File: config.mk
export PLATFORM = sky130hd
export DESIGN_NAME = upr_router
export DESIGN_NICKNAME = d
export VERILOG_FILES = /design/src/design/upr_pkg.sv /design/src/design/upr_port_slice.sv /design/src/design/upr_router.sv
export VERILOG_INCLUDE_DIRS = /design/src /design/src/design
export SDC_FILE = /design/constraint.sdc
export NUM_CORES = 1
export LEC_CHECK = 0
export BUFFER_PORTS_ARGS = -buffer_cell sky130_fd_sc_hd__buf_2
export CAP_MARGIN = 20
export CORE_AREA = 2 2 356 358
export CTS_BUF_LIST = sky130_fd_sc_hd__clkbuf_4 sky130_fd_sc_hd__clkbuf_8
export DETAILED_ROUTE_END_ITERATION = 8
export DIE_AREA = 0 0 358 360
export HOLD_SLACK_MARGIN = 0.02
export PLACE_DENSITY = 0.35
export SYNTH_ARGS = -nofsm -noshare
export SYNTH_HDL_FRONTEND = slang
export SYNTH_SLANG_ARGS = --single-unit
File: constraint.sdc
create_clock -name clock -period 12.5 [get_ports clock]
set_input_delay 1.25 -clock clock [delete_from_list [all_inputs] [get_ports clock]]
set_output_delay 1.25 -clock clock [all_outputs]
set_load 0.005 [all_outputs]
File: src/design/upr_map.svh
/*
 Widths, masks and timing counts of the USB port ownership router.
 Assumes a 200 MHz core clock; included by the router and its port slice.
*/
`ifndef UPR_MAP_SVH
`define UPR_MAP_SVH

`define UPR_NUM_PORTS       4
`define UPR_DATA_W          8
`define UPR_PSC_W           32
// Port register bits that only the enhanced controller defines
`define UPR_PSC_HS_ONLY     32'h000F_2000
// Companion bits after reset: every port owned by the legacy side
`define UPR_COMP_RST        4'hF
`define UPR_CLK_PERIOD_NS   5
// Break-before-make gap on an ownership change
`define UPR_GAP_NS          10
`define UPR_GAP_CYC         ((`UPR_GAP_NS + `UPR_CLK_PERIOD_NS - 1) / `UPR_CLK_PERIOD_NS)

`endif

File: src/design/upr_pkg.sv
/*
 Types shared by the USB port ownership router and its port slice.
 Assumes nothing of its surroundings.
*/
package upr_pkg;

   typedef enum logic [1:0] {
      UPR_SPD_FS,
      UPR_SPD_LS,
      UPR_SPD_HS
   } upr_speed_t;

   typedef enum logic [1:0] {
      UPR_PS_OFF,
      UPR_PS_LEGACY,
      UPR_PS_GAP,
      UPR_PS_HS
   } upr_port_state_t;

endpackage : upr_pkg

File: src/design/upr_port_slice.sv
/*
 One physical downstream port: ownership state and transceiver path switch.
 Assumes all controller and transceiver signals are on the core clock.
*/
`timescale 1ns/10ps
`include "upr_map.svh"

module upr_port_slice
   import upr_pkg::*;
(
   input  wire logic                    clock,
   input  wire logic                    rst,
   input  wire logic                    enable,
   input  wire logic                    want_hs,
   input  wire logic [`UPR_DATA_W-1:0]  hs_tx_data,
   input  wire logic                    hs_tx_valid,
   input  wire logic [`UPR_DATA_W-1:0]  ls_tx_data,
   input  wire logic                    ls_tx_valid,
   input  wire logic                    ls_low_speed,
   input  wire logic [`UPR_DATA_W-1:0]  xcvr_rx_data,
   input  wire logic                    xcvr_rx_valid,
   output logic      [`UPR_DATA_W-1:0]  xcvr_tx_data,
   output logic                         xcvr_tx_valid,
   output upr_speed_t                   xcvr_speed,
   output logic      [`UPR_DATA_W-1:0]  rx_data,
   output logic                         hs_rx_valid,
   output logic                         ls_rx_valid,
   output logic                         owner_hs,
   output logic                         owner_ls
);

   upr_port_state_t         state_r, state_nxt, target;
   logic [1:0]              gap_r, gap_nxt;
   logic [`UPR_DATA_W-1:0]  tx_data_nxt;
   logic                    tx_valid_nxt;
   upr_speed_t              speed_nxt;

   assign target   = !enable ? UPR_PS_OFF : (want_hs ? UPR_PS_HS : UPR_PS_LEGACY);
   assign owner_hs = (state_r == UPR_PS_HS);
   assign owner_ls = (state_r == UPR_PS_LEGACY);

   // Never jump between owners: pass through a quiet gap first
   always_comb begin
      state_nxt = state_r;
      gap_nxt   = gap_r;
      unique case (state_r)
         UPR_PS_GAP: begin
            if (gap_r == 2'h0) begin
               state_nxt = target;
            end else begin
               gap_nxt = gap_r - 2'h1;
            end
         end
         UPR_PS_OFF, UPR_PS_LEGACY, UPR_PS_HS: begin
            if (state_r != target) begin
               state_nxt = UPR_PS_GAP;
               gap_nxt   = 2'(`UPR_GAP_CYC - 1);
            end
         end
      endcase
   end

   // One transceiver set, fed by whichever controller owns the port
   assign tx_data_nxt  = owner_hs ? hs_tx_data : ls_tx_data;
   assign tx_valid_nxt = enable & ((owner_hs & hs_tx_valid) | (owner_ls & ls_tx_valid));
   assign speed_nxt    = owner_hs ? UPR_SPD_HS :
                         (ls_low_speed ? UPR_SPD_LS : UPR_SPD_FS);

   always_ff @(posedge clock or posedge rst) begin
      if (rst) begin
         state_r <= UPR_PS_LEGACY;
         gap_r   <= 2'h0;
      end else begin
         state_r <= state_nxt;
         gap_r   <= gap_nxt;
      end
   end

   always_ff @(posedge clock or posedge rst) begin
      if (rst) begin
         xcvr_tx_data  <= '0;
         xcvr_tx_valid <= 1'b0;
         xcvr_speed    <= UPR_SPD_FS;
         rx_data       <= '0;
         hs_rx_valid   <= 1'b0;
         ls_rx_valid   <= 1'b0;
      end else begin
         xcvr_tx_data  <= tx_data_nxt;
         xcvr_tx_valid <= tx_valid_nxt;
         xcvr_speed    <= speed_nxt;
         rx_data       <= xcvr_rx_data;
         hs_rx_valid   <= owner_hs & xcvr_rx_valid;
         ls_rx_valid   <= owner_ls & xcvr_rx_valid;
      end
   end

   AST_NO_DIRECT_SWAP: assert property (@(posedge clock) disable iff (rst)
      $fell(owner_ls) |-> !owner_hs ##1 !owner_hs)
      else $error("port moved between owners without a gap");
   AST_NO_DIRECT_RETURN: assert property (@(posedge clock) disable iff (rst)
      $fell(owner_hs) |-> !owner_ls ##1 !owner_ls)
      else $error("port returned to legacy without a gap");
   AST_HS_PATH: assert property (@(posedge clock) disable iff (rst)
      owner_hs && hs_tx_valid && enable |=> xcvr_tx_valid && xcvr_tx_data == $past(hs_tx_data))
      else $error("high-speed data not forwarded to transceiver");
   AST_LS_SPEED: assert property (@(posedge clock) disable iff (rst)
      owner_ls |=> xcvr_speed != UPR_SPD_HS)
      else $error("legacy-owned port set to high speed");
   AST_HS_SPEED: assert property (@(posedge clock) disable iff (rst)
      owner_hs |=> xcvr_speed == UPR_SPD_HS)
      else $error("high-speed-owned port not at high speed");
   AST_UNUSED_QUIET: assert property (@(posedge clock) disable iff (rst)
      !enable |=> !xcvr_tx_valid)
      else $error("unused port transmitted");

   COV_TO_HS: cover property (@(posedge clock) disable iff (rst)
      owner_ls ##[1:4] owner_hs);
   COV_TO_LS: cover property (@(posedge clock) disable iff (rst)
      owner_hs ##[1:4] owner_ls);

endmodule : upr_port_slice

File: src/design/upr_router.sv
/*
 USB port ownership router: four physical ports shared between the
 enhanced controller and two legacy controllers.
 Assumes controllers, transceiver logic and the port registers run on clock;
 sys_reset and two_port_mode arrive from pins and are synchronised here.
*/
`timescale 1ns/10ps
`include "upr_map.svh"

// Operation
// - Each of four ports is muxed between enhanced and legacy controllers.
// - Ports one, three go to legacy one; ports two, four to legacy two.
// - Power-on reset hands every port to the legacy controllers; system reset hands every port in use to them.
// - Ownership follows configure and companion bits held for the enhanced driver.
// - Legacy writes to a port's register are dropped while enhanced owns it.
// - Enhanced-only port register bits are hidden from legacy reads.
// - A legacy-owned port runs at full or low speed only.
// - An enhanced-owned port runs at high speed.
// - In two-port mode ports three and four stay idle.
module upr_router
   import upr_pkg::*;
(
   input  wire logic          clock,
   input  wire logic          rst,
   input  wire logic          sys_reset,
   input  wire logic          two_port_mode,
   input  wire logic          ehci_cf_wr,
   input  wire logic          ehci_cf_wdata,
   input  wire logic [3:0]    ehci_comp_wr,
   input  wire logic [3:0]    ehci_comp_wdata,
   output logic               ehci_cf,
   output logic      [3:0]    ehci_comp,
   input  wire logic [31:0]   ehci_tx_data,
   input  wire logic [3:0]    ehci_tx_valid,
   output logic      [31:0]   ehci_rx_data,
   output logic      [3:0]    ehci_rx_valid,
   input  wire logic [3:0]    ehci_psc_wr,
   input  wire logic [127:0]  ehci_psc_wdata,
   input  wire logic [15:0]   ohci1_tx_data,
   input  wire logic [1:0]    ohci1_tx_valid,
   input  wire logic [1:0]    ohci1_low_speed,
   output logic      [15:0]   ohci1_rx_data,
   output logic      [1:0]    ohci1_rx_valid,
   input  wire logic [1:0]    ohci1_psc_wr,
   input  wire logic [63:0]   ohci1_psc_wdata,
   output logic      [63:0]   ohci1_psc_rdata,
   input  wire logic [15:0]   ohci2_tx_data,
   input  wire logic [1:0]    ohci2_tx_valid,
   input  wire logic [1:0]    ohci2_low_speed,
   output logic      [15:0]   ohci2_rx_data,
   output logic      [1:0]    ohci2_rx_valid,
   input  wire logic [1:0]    ohci2_psc_wr,
   input  wire logic [63:0]   ohci2_psc_wdata,
   output logic      [63:0]   ohci2_psc_rdata,
   output logic      [3:0]    psc_wr,
   output logic      [127:0]  psc_wdata,
   input  wire logic [127:0]  psc_rdata,
   output logic      [31:0]   xcvr_tx_data,
   output logic      [3:0]    xcvr_tx_valid,
   output logic      [7:0]    xcvr_speed,
   input  wire logic [31:0]   xcvr_rx_data,
   input  wire logic [3:0]    xcvr_rx_valid,
   output logic      [3:0]    port_owner_hs
);

   logic          sysrst_m_r, sysrst_s_r;
   logic          twop_m_r, twop_s_r;
   logic          cf_r;
   logic [3:0]    comp_r;
   logic [3:0]    port_used;
   logic [3:0]    want_hs;
   logic [3:0]    owner_ls;
   logic [3:0]    ls_tx_valid, ls_low, ls_psc_wr, ls_rx_valid;
   logic [31:0]   ls_tx_data, rx_data;
   logic [127:0]  ls_psc_wdata, ls_psc_rdata;
   logic [3:0]    psc_wr_nxt;
   logic [127:0]  psc_wdata_nxt;

   // Pin inputs: the first stage feeds only the second
   always_ff @(posedge clock or posedge rst) begin
      if (rst) begin
         sysrst_m_r <= 1'b0;
         sysrst_s_r <= 1'b0;
         twop_m_r   <= 1'b0;
         twop_s_r   <= 1'b0;
      end else begin
         sysrst_m_r <= sys_reset;
         sysrst_s_r <= sysrst_m_r;
         twop_m_r   <= two_port_mode;
         twop_s_r   <= twop_m_r;
      end
   end

   // Clearing the configure flag returns all ports, as software expects
   always_ff @(posedge clock or posedge rst) begin
      if (rst) begin
         cf_r   <= 1'b0;
         comp_r <= `UPR_COMP_RST;
      end else if (sysrst_s_r) begin
         cf_r   <= 1'b0;
         comp_r <= `UPR_COMP_RST;
      end else begin
         if (ehci_cf_wr) begin
            cf_r <= ehci_cf_wdata;
         end
         if (ehci_cf_wr && !ehci_cf_wdata) begin
            comp_r <= `UPR_COMP_RST;
         end else begin
            comp_r <= (comp_r & ~ehci_comp_wr) | (ehci_comp_wdata & ehci_comp_wr);
         end
      end
   end

   assign ehci_cf   = cf_r;
   assign ehci_comp = comp_r;
   assign port_used = twop_s_r ? 4'h3 : 4'hF;
   assign want_hs   = {4{cf_r}} & ~comp_r;

   genvar p;
   generate
      for (p = 0; p < `UPR_NUM_PORTS; p++) begin : g_port
         localparam int L = p / 2;
         // Even index is port one or three, owned by the first legacy controller
         if (p % 2 == 0) begin : g_l1
            assign ls_tx_data[p*8 +: 8]      = ohci1_tx_data[L*8 +: 8];
            assign ls_tx_valid[p]            = ohci1_tx_valid[L];
            assign ls_low[p]                 = ohci1_low_speed[L];
            assign ls_psc_wr[p]              = ohci1_psc_wr[L];
            assign ls_psc_wdata[p*32 +: 32]  = ohci1_psc_wdata[L*32 +: 32];
            assign ohci1_rx_data[L*8 +: 8]   = rx_data[p*8 +: 8];
            assign ohci1_rx_valid[L]         = ls_rx_valid[p];
            assign ohci1_psc_rdata[L*32 +: 32] = ls_psc_rdata[p*32 +: 32];
         end else begin : g_l2
            assign ls_tx_data[p*8 +: 8]      = ohci2_tx_data[L*8 +: 8];
            assign ls_tx_valid[p]            = ohci2_tx_valid[L];
            assign ls_low[p]                 = ohci2_low_speed[L];
            assign ls_psc_wr[p]              = ohci2_psc_wr[L];
            assign ls_psc_wdata[p*32 +: 32]  = ohci2_psc_wdata[L*32 +: 32];
            assign ohci2_rx_data[L*8 +: 8]   = rx_data[p*8 +: 8];
            assign ohci2_rx_valid[L]         = ls_rx_valid[p];
            assign ohci2_psc_rdata[L*32 +: 32] = ls_psc_rdata[p*32 +: 32];
         end

         upr_port_slice u_slice (
            .clock         (clock),
            .rst           (rst),
            .enable        (port_used[p]),
            .want_hs       (want_hs[p]),
            .hs_tx_data    (ehci_tx_data[p*8 +: 8]),
            .hs_tx_valid   (ehci_tx_valid[p]),
            .ls_tx_data    (ls_tx_data[p*8 +: 8]),
            .ls_tx_valid   (ls_tx_valid[p]),
            .ls_low_speed  (ls_low[p]),
            .xcvr_rx_data  (xcvr_rx_data[p*8 +: 8]),
            .xcvr_rx_valid (xcvr_rx_valid[p]),
            .xcvr_tx_data  (xcvr_tx_data[p*8 +: 8]),
            .xcvr_tx_valid (xcvr_tx_valid[p]),
            .xcvr_speed    (xcvr_speed[p*2 +: 2]),
            .rx_data       (rx_data[p*8 +: 8]),
            .hs_rx_valid   (ehci_rx_valid[p]),
            .ls_rx_valid   (ls_rx_valid[p]),
            .owner_hs      (port_owner_hs[p]),
            .owner_ls      (owner_ls[p])
         );

         assign ehci_rx_data[p*8 +: 8] = rx_data[p*8 +: 8];

         // Only the owner may write; a legacy write to an enhanced port is lost
         assign psc_wr_nxt[p] = port_owner_hs[p] ? ehci_psc_wr[p] :
                                (owner_ls[p] & ls_psc_wr[p]);
         assign psc_wdata_nxt[p*32 +: 32] = port_owner_hs[p] ? ehci_psc_wdata[p*32 +: 32] :
                                            ls_psc_wdata[p*32 +: 32];

         always_ff @(posedge clock or posedge rst) begin
            if (rst) begin
               psc_wr[p]                  <= 1'b0;
               psc_wdata[p*32 +: 32]      <= '0;
               ls_psc_rdata[p*32 +: 32]   <= '0;
            end else begin
               psc_wr[p]                  <= psc_wr_nxt[p];
               psc_wdata[p*32 +: 32]      <= psc_wdata_nxt[p*32 +: 32];
               ls_psc_rdata[p*32 +: 32]   <= psc_rdata[p*32 +: 32] & ~`UPR_PSC_HS_ONLY;
            end
         end
      end
   endgenerate

   AST_RESET_LEGACY: assert property (@(posedge clock) disable iff (rst)
      sysrst_s_r |=> !cf_r && comp_r == 4'hF ##[1:3] port_owner_hs == 4'h0)
      else $error("system reset did not return ports to legacy");
   AST_OWNER_FOLLOWS: assert property (@(posedge clock) disable iff (rst)
      (want_hs & port_used) == 4'hF [*5] |-> port_owner_hs == 4'hF)
      else $error("enhanced ownership not granted within gap");
   AST_NO_HS_WITHOUT_CF: assert property (@(posedge clock) disable iff (rst)
      !cf_r [*4] |-> port_owner_hs == 4'h0)
      else $error("enhanced owns a port while unconfigured");
   AST_ONE_OWNER: assert property (@(posedge clock) disable iff (rst)
      (port_owner_hs & owner_ls) == 4'h0)
      else $error("port owned by both controllers");
   AST_LEGACY_WR_BLOCK: assert property (@(posedge clock) disable iff (rst)
      port_owner_hs[0] && ohci1_psc_wr[0] && !ehci_psc_wr[0] |=> !psc_wr[0])
      else $error("legacy write reached an enhanced-owned port");
   AST_LEGACY_WR_PASS: assert property (@(posedge clock) disable iff (rst)
      owner_ls[1] && ohci2_psc_wr[0] |=> psc_wr[1] && psc_wdata[63:32] == $past(ohci2_psc_wdata[31:0]))
      else $error("second legacy write not routed to port two");
   AST_HIDE_HS_BITS: assert property (@(posedge clock) disable iff (rst)
      ((ohci1_psc_rdata[31:0] | ohci2_psc_rdata[63:32]) & `UPR_PSC_HS_ONLY) == 32'h0000_0000)
      else $error("enhanced-only bits visible to legacy");
   AST_PORT3_MAP: assert property (@(posedge clock) disable iff (rst)
      owner_ls[2] && xcvr_rx_valid[2] |=> ohci1_rx_valid[1] && !ehci_rx_valid[2])
      else $error("port three not routed to first legacy controller");
   AST_TWO_PORT_IDLE: assert property (@(posedge clock) disable iff (rst)
      twop_s_r [*2] |-> xcvr_tx_valid[3:2] == 2'h0)
      else $error("port three or four active in two-port mode");

   COV_ALL_HS: cover property (@(posedge clock) disable iff (rst) port_owner_hs == 4'hF);
   COV_TWO_PORT: cover property (@(posedge clock) disable iff (rst) twop_s_r && port_owner_hs[1]);
   COV_SYSRST_HS: cover property (@(posedge clock) disable iff (rst) sysrst_s_r && port_owner_hs != 4'h0);

endmodule : upr_router

### After elaboration in Yosys (flattened, before gate mapping)

Cells that the tools add are included.

* reduce and logical (&&, ||, !) cells: 23
* bitwise logic cells: 34
* mux-type cells: 57
* equal/unequal tests: 28
* add/sub/neg operators: 4

Operators by type and width (count)
* $mux W32: 4
* $mux W2: 28
* $mux W8: 4
* $pmux W2 S2: 8
* $and A1 B1 Y1: 24
* $eq A2 B2 Y1 const B: 8
* $logic_not A2 Y1: 8
* $ne A2 B1 Y1 const B: 8
* $reduce_and A2 Y1: 8
* $and A4 B4 Y4: 3
* $mux W4: 3
* $reduce_or A3 Y1: 4
* $mux W1: 10
* $eq A2 B1 Y1 const B: 4
* $ne A2 B2 Y1: 4
* $ne A2 B2 Y1 const B: 4
* $not A4 Y4: 2
* $sub A2 B1 Y2 const B: 4
* $or A1 B1 Y1: 4
* $or A4 B4 Y4: 1
* $reduce_bool A2 Y1: 1
* $logic_and A1 B1 Y1: 1
* $logic_not A1 Y1: 1

* word-level logic and storage cells: 196
* output and inout port bits: 385
* bits of input ports: 518
* bits in registers: 349

### Longest topological paths before layout

Gate-level depths: netlist of run 1.

* depth after elaboration: 7
* gate-level depth with buffers: 6
* gate-level depth less buffers: 6

### Hierarchy

Synthesis of run 1 repeated with hierarchy kept, for this count alone.

* cell total of the unflattened synthesis: 744
* area total of the unflattened synthesis: 12822.3 um^2

Modules (own cells, without submodules)
* upr_router: area each 8953.6 um^2, seq. area each 6236.0 um^2, instances 1, cells each 476
* upr_port_slice: area each 967.2 um^2, seq. area each 626.9 um^2, instances 4, cells each 67

### Worst setup path before layout of run 1

Ideal clock, no wire load.

* path type: register to output
* from: register g_port[2].u_slice.state_r[0]
* to: output port port_owner_hs[2]
* slack: 10.185 ns
* arrival time: 1.065 ns
* required time: 11.250 ns
* cell stages (with the launch flop): 6
* buffers on the path: 3
* path through: dfstp_2 buf_4 nand2_2 buf_4 inv_1 buf_4

* word-level cells in the longest chain between the ends: 1

Ends and longest elaborated chain
* start: declaration: RTL line upr_port_slice.sv:32 `upr_port_state_t state_r, state_nxt, target;`
* start signal: assignment: RTL line upr_port_slice.sv:74 `state_r <= state_nxt;`
* $eq A2 B2 Y1: RTL line upr_port_slice.sv:39 `assign owner_hs = (state_r == UPR_PS_HS);`
* end: declaration: RTL line upr_router.sv:63 `output logic [3:0] port_owner_hs`

Every way passes these cells.

### Worst setup path in the final report of run 1

* from: register g_port[2].u_slice.state_r[1]
* to: output port port_owner_hs[2]

The elaborated chain is that of the path after synthesis.

==> results of run 1 <==
-- registers in the layout, indices dropped and copies added (netlist names), 4 cells and up --
name	count
psc_wdata	128
ohci1_psc_rdata	54
ohci2_psc_rdata	54
g_port.u_slice.rx_data	32
g_port.u_slice.xcvr_tx_data	32
g_port.u_slice.gap_r	8
g_port.u_slice.state_r	8
g_port.u_slice.xcvr_speed	8
ehci_comp	4
g_port.u_slice.hs_rx_valid	4
g_port.u_slice.ls_rx_valid	4
g_port.u_slice.xcvr_tx_valid	4
psc_wr	4
-- worst paths after layout --
| path | slack (ns) | cells past startpoint | from | end |
|---|---|---|---|---|
| max | 9.02 | 4 | g_port[2].u_slice.state_r[1]$_DFFE_PP0P_ | port_owner_hs[2] |
| min | 0.34 | 0 | sysrst_m_r$_DFF_PP0_ | sysrst_s_r$_DFF_PP0_ |
| max reg2reg | 10.29 | 3 | g_port[3].u_slice.state_r[1]$_DFFE_PP0P_ | psc_wdata[119]$_DFF_PP0_ |
| min reg2reg | 0.34 | 0 | sysrst_m_r$_DFF_PP0_ | sysrst_s_r$_DFF_PP0_ |
| max in group asynchronous | 10.04 | 4 | rst | psc_wdata[113]$_DFF_PP0_ |
| min in group asynchronous | 0.57 | 2 | rst | psc_wdata[56]$_DFF_PP0_ |
-- cell families after synthesis --
| family | Yosys count | share of synthesized area |
|---|---|---|
| DFF | 349 | 0.725 |
| muxes | 177 | 0.164 |
| buffers and inverters | 106 | 0.0615 |
| and+or+nand+nor | 68 | 0.0309 |
| AOI/OAI and AO/OA | 27 | 0.0140 |
| adders and majority gates | 4 | 0.00415 |
| other | 1 | 0.000311 |
| xor gates and xnor gates | 1 | 0.000726 |
-- critical path, delay by kind of cell, from the launching register on --
kind	cells	cell delay, ns
flops	1	0.55
simple gates	1	0.11
buf+inv	3	0.78
-- metrics by stage --
stage          setup WS [ns]  utilization  std cells  total power [W]
5_1_grt                 8.73        0.157       3322          0.00370
6_report                9.02        0.157       3334          0.00347
4_1_cts                 8.81        0.157       3317          0.00359
2_1_floorplan           1.58            -        752          0.00175
3_3_place_gp            9.03        0.143       3183          0.00210
3_5_place_dp            9.06        0.143       3183          0.00209
-- synth_stat cells --
library cell / n / area (µm²)
a21o_1: 4 / 30.0
a21oi_1: 14 / 70.1
a21oi_2: 1 / 8.76
a22o_2: 2 / 20.0
and2_1: 6 / 37.5
and2b_1: 1 / 7.51
and2b_4: 1 / 10.0
and3_1: 4 / 25.0
and3b_1: 1 / 8.76
buf_2: 8 / 40.0
buf_4: 73 / 548
buf_6: 8 / 90.1
clkbuf_1: 1 / 3.75
conb_1: 1 / 3.75
dfrtp_1: 341 / 8530
dfstp_2: 8 / 210
ha_1: 4 / 50.1
inv_1: 16 / 60.1
mux2_1: 10 / 113
mux2_2: 151 / 1700
mux2i_1: 16 / 160
nand2_1: 9 / 33.8
nand2_2: 3 / 18.8
nand2b_1: 7 / 43.8
nand3_1: 1 / 5.00
nor2_1: 13 / 48.8
nor2b_1: 13 / 81.3
nor3_1: 6 / 30.0
o21ai_0: 3 / 15.0
o22a_1: 1 / 8.76
o22ai_1: 1 / 6.26
o32a_1: 1 / 10.0
or2b_1: 3 / 22.5
xnor2_1: 1 / 8.76
-- power groups by stage --
stage               Clock, W  Combinational, W  Sequential [W]
floorplan                  0          0.000367         0.00138
global placement           0          0.000697         0.00140
detailed placement         0          0.000691         0.00140
CTS                  0.00151          0.000695         0.00138
global route         0.00156          0.000739         0.00140
finish               0.00142          0.000668         0.00138
-- layout by cell type (no fill, tap or decap), types with 7 or more instances in the layout --
master / instances
clkbuf_4: 21
conb_1: 20
a21oi_1: 14
clkinv_2: 15
nand2b_1: 7
nand2_1: 8
dfstp_2: 8
diode_2: 16
inv_1: 15
buf_2: 862
nor2_1: 13
nor2b_1: 13
mux2i_1: 16
mux2_2: 151
buf_4: 9
clkbuf_8: 84
dfrtp_1: 341
mux2_1: 10
-- layer usage --
layer / global-route usage / up-vias / routed length, µm
met4: 0.0324 / 6 / 2310
met2: 0.154 / 574 / 29300
met1: 0.101 / 4502 / 22900
li1: - / 4145 / -
met3: 0.0389 / 159 / 5830
met5: 0 / - / 41
-- layout make-up --
class                      instances  area, µm²  share of cell area
sequential                       349       8740               0.445
timing repair buffer             872       4400               0.224
multi-input combinational        297       2650               0.135
tap                             1650       2060               0.105
clock buffer                     105       1310              0.0669
clock inverter                    29        355              0.0181
inverter                          16       67.6             0.00344
antenna                           16       40.0             0.00204
==> impl_results.md, run 1 <==
- Maxcap violations: 0
- Core area: 0.125 mm²
- Period utilization: 0.278
- TritonCTS clock tree: done
- Crit-path cells: nand2_2 -> buf_4 -> inv_1 -> buf_2
- Sequential fraction of the synthesis area: 0.725
- Cts bufs inserted: 73
- Die X: 358 µm
- Vias: 9,386
- Area post-placement: 0.0179 mm²
- Sequential Power Share: 0.398
- Die ar.: 0.129 mm²
- Clk slew on worst S/H paths: 0.05 ns
- Arrival @ worst endpoint: 2.23 ns
- Drt pass-1 iters: 4
- Largest net degree at the start of global routing: 75
- #FFs+latches synth: 349
- Crit path kind: reg2out
- Clk pwr share: 0.409
- First DRT Iteration DRCs: 298
- # rows: 130
- Post-CTS setup buffers: 0
- DRC viols: 0
- H-tree depth: 3
- Critical path's slowest cell: dfrtp_1
- Routed Antenna Nets: 0
- Total gr overflow: 0
- # nets final: 2,131
- Peak VDD IR: around 0.000072 V
- GR Util All Layers: 0.0913
- Post-cts resize count: 0
- P&R area growth vs syn: 62.8%
- RSZ-0062 raised after global routing: false
- Starting density of the core: 0.0966
- Ys Warns: 0
- Finished layout cell area: 0.0196 mm²
- Hpwl dp: 48.4 mm
- Wire length of the first global-routing pass: 79.9 mm
- Initial antenna violation count: 52
- Status: finished, final reports clean
- Switch Pwr: 0.00102 W
- Hold Vio Cnt, Final: 0
- Final Skew: 0.0635 ns
- CTS root buf: clkbuf_8
- CTS sink cnt: 349
- PortBufs: roughly 860
- I/O pin count: 903
- Fmax achieved: roughly 290 MHz
- # setup viols final: 0
- Total wire length: 60.4 mm
- Min-Delay Path Class: reg2reg
- Worst-Margin Slew: 0.883 ns
- Routed WL per cell: 18.1 µm
- Internal power: ~0.0024 W
- Number of global-route vias before repair: 9,894
- Die Ht: around 360 µm
- Gate power share: 0.193
- Final slew viol count: 0
- CP Capture Type: primary output
- Syn Inst Count: 733
- Post-Syn Area: 0.0121 mm²
- Critical path required time: 11.25 ns
- Leak Pwr: 9.66 nW
- Maximum root-to-sink buffer count: 3
- # fillers: 14,100
- Layout cell share with drive strength beyond 1: 0.704
- PwrDens: between 150 and 200 mW/mm²
- Hold-fix buffers, CTS: 0
- Slowest stage delay, CP: 0.55 ns
- Setup_tns: 0 ns
- Skew-Pair Late Insertion Delay: 0.75 ns
- Minimum clock period: 3.48 ns
- Switching Share: 0.295
- Slew margin rel.: 0.411
- Yosys cell types: 34
- Syn avg cell area: approximately 16 µm²
- RD Place Congestion: 0.788
- Min Hold Slack: about 0.34 ns
- Maximum fanout along the worst path: 42
- Worst setup SP type: flop
- Vias per cell: 2.82
(Power assumes the default switching activity.)
==> run 2, diff against run 1 <==
clock period = 3.4 ns   (was 12.5 ns; I/O delays follow)
==> run 2 against run 1 <==
  * Via count rose by 19%
  * Register-to-register slack lost 9.5 ns
  * Final cell count rose by 15%
  * Core utilization grew 4.0 points
  * Setup slack worse by 8.3 ns
  * Flip-flop and latch count unchanged
  * First-iteration DRC count is 23% higher
  * Global-route usage shrank 0.076 points
  * Clock power rose to 3.3 times the previous value
  * Critical path type unchanged
==> impl_results.md, run 2 (synthesis results as in run 1) <==
- # nets final: 2,640 (was 2,131)
- GRT busiest layer: met2 (unchanged)
- Post-cts resize count: 0 (unchanged)
- Critical path required time: 3.06 ns (was 11.25 ns)
- Most frequent cells in the layout: buf_2 (862), dlygate4sd3_1 (499), dfrtp_1 (341) (was buf_2 (862), dfrtp_1 (341), mux2_2 (151))
- Vias per cell: 2.92 (was 2.82)
- CP Capture Type: primary output (unchanged)
- Setup_tns: 0 ns (unchanged)
- Most common cell after layout, fill and taps aside: buf_2 (unchanged)
- Worst-Margin Slew: 1.05 ns (was 0.883 ns)
- Routed Antenna Nets: 0 (unchanged)
- Hold depth: 3 (was 0)
- Skew-Pair Late Insertion Delay: 0.72 ns (was 0.75 ns)
- Die Ht: 360 µm (unchanged)
- # fillers: 13,800 (was 14,100)
- Largest register by flop count: psc_wdata (unchanged)
- # rows: 130 (unchanged)
- Number of global-route vias before repair: 12,500 (was 9,894)
- Worst setup SP type: flop (unchanged)
- Slew margin rel.: 0.300 (was 0.411)
- Leak Pwr: 11.7 nW (was 9.66 nW)
- Maximum fanout along the worst path: 42 (unchanged)
- Routed WL per cell: 15.5 µm (was 18.1 µm)
- Arrival @ worst endpoint: 2.32 ns (was 2.23 ns)
- H-tree depth: 3 (unchanged)
- First DRT Iteration DRCs: 366 (was 298)
- Critical path's slowest cell: dfstp_2 (was dfrtp_1)
- Total wire length: 59.3 mm (was 60.4 mm)
- Die X: 358 µm (unchanged)
- Final Skew: 0.0392 ns (was 0.0635 ns)
- Core area: 0.125 mm² (unchanged)
- Crit-path cells: nand2_2 -> inv_1 -> buf_2 (was nand2_2 -> buf_4 -> inv_1 -> buf_2)
- PwrDens: 535 mW/mm² (was 177 mW/mm²)
- Drt pass-1 iters: 4 (unchanged)
- Min-Delay Path Class: in2reg (was reg2reg)
- Cts bufs inserted: 71 (was 73)
- Reg2Reg Depth: 4 (was 3)
- Final slew viol count: 0 (unchanged)
- Largest net degree at the start of global routing: 86 (was 75)
- RD Place Congestion: 0.796 (was 0.788)
- Minimum clock period: 2.66 ns
- Peak VDD IR: 0.000239 V (was 0.0000721 V)
- Die ar.: 0.129 mm² (unchanged)
- Final core occ: 0.197 (was 0.157)
- CTS root buf: clkbuf_8 (unchanged)
- Maximum root-to-sink buffer count: 3 (unchanged)
- GR Util All Layers: 0.0905 (was 0.0913)
- Slowest stage delay, CP: 0.60 ns (was 0.55 ns)
- Post-CTS setup buffers: 0 (unchanged)
- Fmax achieved: 376 MHz
- Status: finished, final reports clean (unchanged)
- P&R area growth vs syn: 104% (was 62.8%)
- Maxcap violations: 0 (unchanged)
- # setup viols final: 0 (unchanged)
- Period utilization: 0.783
- Met1 GRT Util: 0.102 (was 0.101)
- DRC viols: 0 (unchanged)
- I/O pin count: 903 (unchanged)
- Clk slew on worst S/H paths: 0.06 ns (was 0.05 ns)
- Layout cell share with drive strength beyond 1: 0.542 (was 0.704)
- Met3 Track Usage GR: 0.0329 (was 0.0389)
- Vias: 11,200 (was 9,386)
- Crit path kind: reg2out (unchanged)
- TritonCTS clock tree: done (unchanged)
- RSZ-0062 raised after global routing: false (unchanged)
- Hpwl dp: 45.0 mm (was 48.4 mm)
- Largest register FFs: 128 (unchanged)
- Initial antenna violation count: 23 (was 52)
- Hold Vio Cnt, Final: 0 (unchanged)
- Total gr overflow: 0 (unchanged)
- CTS sink cnt: 349 (unchanged)
- GRT met2 Usage: 0.151 (was 0.154)
- Wire length of the first global-routing pass: 83.1 mm (was 79.9 mm)
- PortBufs: 862 (unchanged)
- Starting density of the core: 0.0966 (unchanged)
-- run 2: final cells by class --
cell class	instances	area (µm²)	area share
Sequential cell	349	8740	0.355
Antenna cell	14	35.0	0.00142
Timing Repair Buffer	1383	9540	0.388
Inverter	16	63.8	0.00259
Clock buffer	110	1350	0.0549
Clock inverter	14	163	0.00661
Multi-Input combinational cell	297	2650	0.108
Tap cell	1650	2060	0.0839
-- run 2: stage by stage --
stage | setup slack, ns | hold WS [ns] | cells | area (µm²) | power (W)
floorplan | -1.61 | 0.331 | 752 | 12100 | 0.00643
global placement | 1.21 | 0.333 | 3195 | 18000 | 0.00771
detailed placement | 1.20 | 0.347 | 3195 | 18000 | 0.00768
CTS | 0.512 | 0.0327 | 3818 | 24600 | 0.0135
global route | 0.495 | 0.107 | 3825 | 24600 | 0.0141
finish | 0.739 | 0.154 | 3833 | 24600 | 0.0132
-- run 2: repair_timing --
item	CTS	global route
hold buffers	499	0
hold endpoints to repair	433	0
setup endpoints to repair	0	0
-- run 2: worst max-delay path: cells and delay by family, from the launching register on --
kind	cells	cell delay (ns)
simple gates	1	0.60
buf+inv	2	0.38
flops	1	0.60
-- run 2: per-layer routing --
layer  share of wire  wire [µm]
met1            0.40      23500
met2            0.49      29000
met3           0.085       5050
met4           0.029       1740
met5         0.00030         18
-- run 2: report_power, final --
group	total, W	internal (W)	switching, W
Sequential	0.00511	0.00475	0.000361
Clock	0.00472	0.00264	0.00209
Combinational	0.00333	0.00200	0.00133
-- run 2: worst paths after layout --
check                      slack, ns                                      from                             to
max                             0.74  g_port[0].u_slice.state_r[0]$_DFFE_PP1P_               port_owner_hs[0]
min                             0.15                           ohci2_psc_wr[0]            psc_wr[1]$_DFF_PP0_
max reg2reg                     0.75  g_port[3].u_slice.state_r[1]$_DFFE_PP0P_       psc_wdata[111]$_DFF_PP0_
min reg2reg                     0.35                        twop_m_r$_DFF_PP0_             twop_s_r$_DFF_PP0_
max in group asynchronous       2.21                                       rst       psc_wdata[101]$_DFF_PP0_
min in group asynchronous       0.20                                       rst  ohci2_psc_rdata[44]$_DFF_PP0_
==> run 3, diff against run 2 <==
ABC_AREA = 1   (was not set)
CORE_AREA = 2 2 355 357   (was 2 2 356 358)
DIE_AREA = 0 0 357 359   (was 0 0 358 360)
PLACE_DENSITY = 0.36   (was 0.35)
clock period = 2.4 ns   (was 3.4 ns; I/O delays follow)
==> run 3 against run 2 <==
  * Critical path depth unchanged
  * Sequential power up 49%
  * Design area down 0.49%
  * Sequential share of layout area up 0.18 points
  * Register-to-register slack worse by 0.45 ns
  * Flip-flop and latch count unchanged
  * Final cell count up 8.6%
  * Largest cell class unchanged
  * Largest power group unchanged
==> impl_results.md, run 3 <==
- Status: finished, final reports clean (unchanged)
- Reg2Reg Depth: 6 (was 4)
- Min Hold Slack: 0.162 ns (was 0.154 ns)
- Ys async rst share: 1.00 (unchanged)
- Maximum fanout along the worst path: 23 (was 42)
- Routed WL per cell: 15.0 µm (was 15.5 µm)
- WP buf/inv: 2 (unchanged)
- Wire length of the first global-routing pass: 87.2 mm (was 83.1 mm)
- Main synth FF type: dfrtp_1 (unchanged)
- DP Cell Count: 3,536 (was 3,195)
- Clk slew on worst S/H paths: 0.06 ns (about the same)
- P&R area growth vs syn: 105% (was 104%)
- H-tree depth: 3 (unchanged)
- Largest register FFs: 128 (unchanged)
- Crit path kind: reg2out (unchanged)
- Total wire length: 62.5 mm (was 59.3 mm)
- Most common cell after layout, fill and taps aside: buf_2 (unchanged)
- Power Total: 0.0207 W (was 0.0132 W)
- Peak VDD IR: 0.000414 V (was 0.000239 V)
- Final slew viol count: 0 (unchanged)
- Period utilization: 0.889
- # rows: 130 (unchanged)
- Sequential fraction of the synthesis area: 0.730 (was 0.725)
- Drt pass-1 iters: 4 (unchanged)
- PortBufs: 862 (unchanged)
- Hpwl dp: 47.4 mm (was 45.0 mm)
- Slowest stage delay, CP: 0.62 ns (was 0.60 ns)
- RD Place Congestion: 0.789 (was 0.796)
- Post-Syn Area: 0.0120 mm² (was 0.0121 mm²)
- Core area: 0.125 mm² (about the same)
- Arrival @ worst endpoint: 1.89 ns (was 2.32 ns)
- I/O pin count: 903 (unchanged)
- Number of global-route vias before repair: 13,500 (was 12,500)
- Die ar.: 0.128 mm² (was 0.129 mm²)
- First DRT Iteration DRCs: 438 (was 366)
- Cell accounting for the most synthesized area: dfrtp_1 (unchanged)
- Synth top area share: 0.713 (was 0.707)
- GR Util All Layers: 0.0944 (was 0.0905)
- CP Capture Type: primary output (unchanged)
- Leak Pwr: 12.5 nW (was 11.7 nW)
- Non-Filler Instances: 4,162 (was 3,833)
- CTS sink cnt: 349 (unchanged)
- CP Depth: 3 (unchanged)
- DRC viols: 0 (unchanged)
- Critical path required time: 2.16 ns (was 3.06 ns)
- Yosys cell types: 27 (was 34)
- Routed Antenna Nets: 0 (unchanged)
- Maxcap violations: 0 (unchanged)
- Fmax achieved: 469 MHz
- CP top delay family: flip-flops (unchanged)
- Post-CTS setup buffers: 0 (unchanged)
- CTS root buf: clkbuf_8 (unchanged)
- Starting density of the core: 0.0961 (was 0.0966)
- Min-Delay Path Class: in2reg (unchanged)
- Critical path's slowest cell: dfstp_2 (unchanged)
- # fillers: 13,800 (about the same)
- Minimum clock period: around 2.1 ns
- Largest net degree at the start of global routing: 100 (was 86)
- Total gr overflow: 0 (unchanged)
- PwrDens: 845 mW/mm² (was 535 mW/mm²)
- Maximum root-to-sink buffer count: 3 (unchanged)
- Initial antenna violation count: 11 (was 23)
- Synth top area cells: dfrtp_1 (71%), nand2_1 (17%), buf_4 (4.7%), dfstp_2 (1.8%), inv_1 (1.0%) (was dfrtp_1 (71%), mux2_2 (14%), buf_4 (4.5%), dfstp_2 (1.7%), mux2i_1 (1.3%))
- Most instantiated library cell after synthesis: nand2_1 (was dfrtp_1)
- Post-synth EDFFs: 0 (unchanged)
- Most frequent cells in the layout: buf_2 (862), nand2_1 (530), dlygate4sd3_1 (497) (was buf_2 (862), dlygate4sd3_1 (499), dfrtp_1 (341))
- Slew margin rel.: 0.506 (was 0.300)
- # nets final: 2,977 (was 2,640)
- # setup viols final: 0 (unchanged)
- Skew-Pair Late Insertion Delay: 0.71 ns (was 0.72 ns)
- RSZ-0062 raised after global routing: false (unchanged)
- Pre-CTS setup slack: 0.731 ns (was 1.20 ns)
- Register area: 0.00874 mm² (unchanged)
- Largest register by flop count: psc_wdata (unchanged)
- Setup_tns: 0 ns (unchanged)
- Die X: 357 µm (was 358 µm)
- Vias per cell: 3.00 (was 2.92)
- TritonCTS clock tree: done (unchanged)
- Post-synth top cells: nand2_1 (530), dfrtp_1 (341), buf_4 (75) (was dfrtp_1 (341), mux2_2 (151), buf_4 (73))
- Final Skew: 0.0212 ns (was 0.0392 ns)
- Syn Inst Count: 1,087 (was 733)
- Worst-Margin Slew: 0.742 ns (was 1.05 ns)
- Crit-path cells: nand2_2 -> inv_4 -> buf_2 (was nand2_2 -> inv_1 -> buf_2)
- #FFs+latches synth: 349 (unchanged)
- Multi-input logic area: 0.00247 mm² (was 0.00265 mm²)
- Hold depth: 2 (was 3)
- Layout cell share with drive strength beyond 1: 0.410 (was 0.542)
- Worst setup margin: 0.266 ns (was 0.739 ns)
- Cts bufs inserted: 70 (was 71)
- Ys Warns: 0 (unchanged)
- Die Ht: 359 µm (was 360 µm)
- Worst setup SP type: flop (unchanged)
- Vias: 12,500 (was 11,200)
- Syn avg cell area: 11.0 µm² (was 16.5 µm²)
- Hold Vio Cnt, Final: 0 (unchanged)
[run 3: timing repair]
item | CTS | global route
gates resized for setup | 1 | 1
endpoints found under the setup margin | 1 | 1
hold buffers | 497 | 0
hold endpoints to repair | 668 | 0
[run 3: where the power goes]
part	internal (W)	switching, W	total, W
clock network	0.00384	0.00285	0.00669
registers	0.00707	0.000516	0.00759
logic	0.00318	0.00324	0.00642
[run 3: cell type report]
type	instances	area share
Inverter	39	0.00628
Clock inverter	17	0.00792
Sequential cell	349	0.357
Clock buffer	105	0.0537
Multi-Input combinational cell	615	0.101
Tap cell	1650	0.0843
Antenna cell	7	0.000715
Timing Repair Buffer	1380	0.389
[run 3: worst paths after layout]
path | from | to | slack (ns)
max | g_port[2].u_slice.state_r[0]$_DFFE_PP1P_ | port_owner_hs[2] | 0.27
min in group asynchronous | rst | ohci2_psc_rdata[9]$_DFF_PP0_ | 0.19
max reg2reg | g_port[3].u_slice.state_r[0]$_DFFE_PP1P_ | g_port[3].u_slice.xcvr_tx_data[6]$_DFF_PP0_ | 0.30
min reg2reg | twop_m_r$_DFF_PP0_ | twop_s_r$_DFF_PP0_ | 0.35
max in group asynchronous | rst | g_port[1].u_slice.state_r[0]$_DFFE_PP1P_ | 1.45
min | psc_rdata[8] | ohci1_psc_rdata[8]$_DFF_PP0_ | 0.16
[run 3: per-stage QoR]
step	utilization	cell area [µm²]
after CTS	0.196	24500
after global placement	0.144	18000
after global routing	0.196	24500
final	0.197	24500
after floorplan	-	12000
after detailed placement	0.144	18000
[run 3: logic make-up after synthesis]
logic type	synth area share
xor+xnor	0.00146
simple gates	0.182
buf+inv	0.0701
other cells	0.000313
flops	0.730
fa+ha+maj	0.00418
compound gates	0.0116
[run 3: metal layers]
layer	global-route usage	part of all wire	vias to the layer above
li1	-	-	5957
met2	0.166	0.50	578
met4	0.0478	0.041	4
met5	0	0.00043	-
met1	0.102	0.38	5826
met3	0.0286	0.075	125
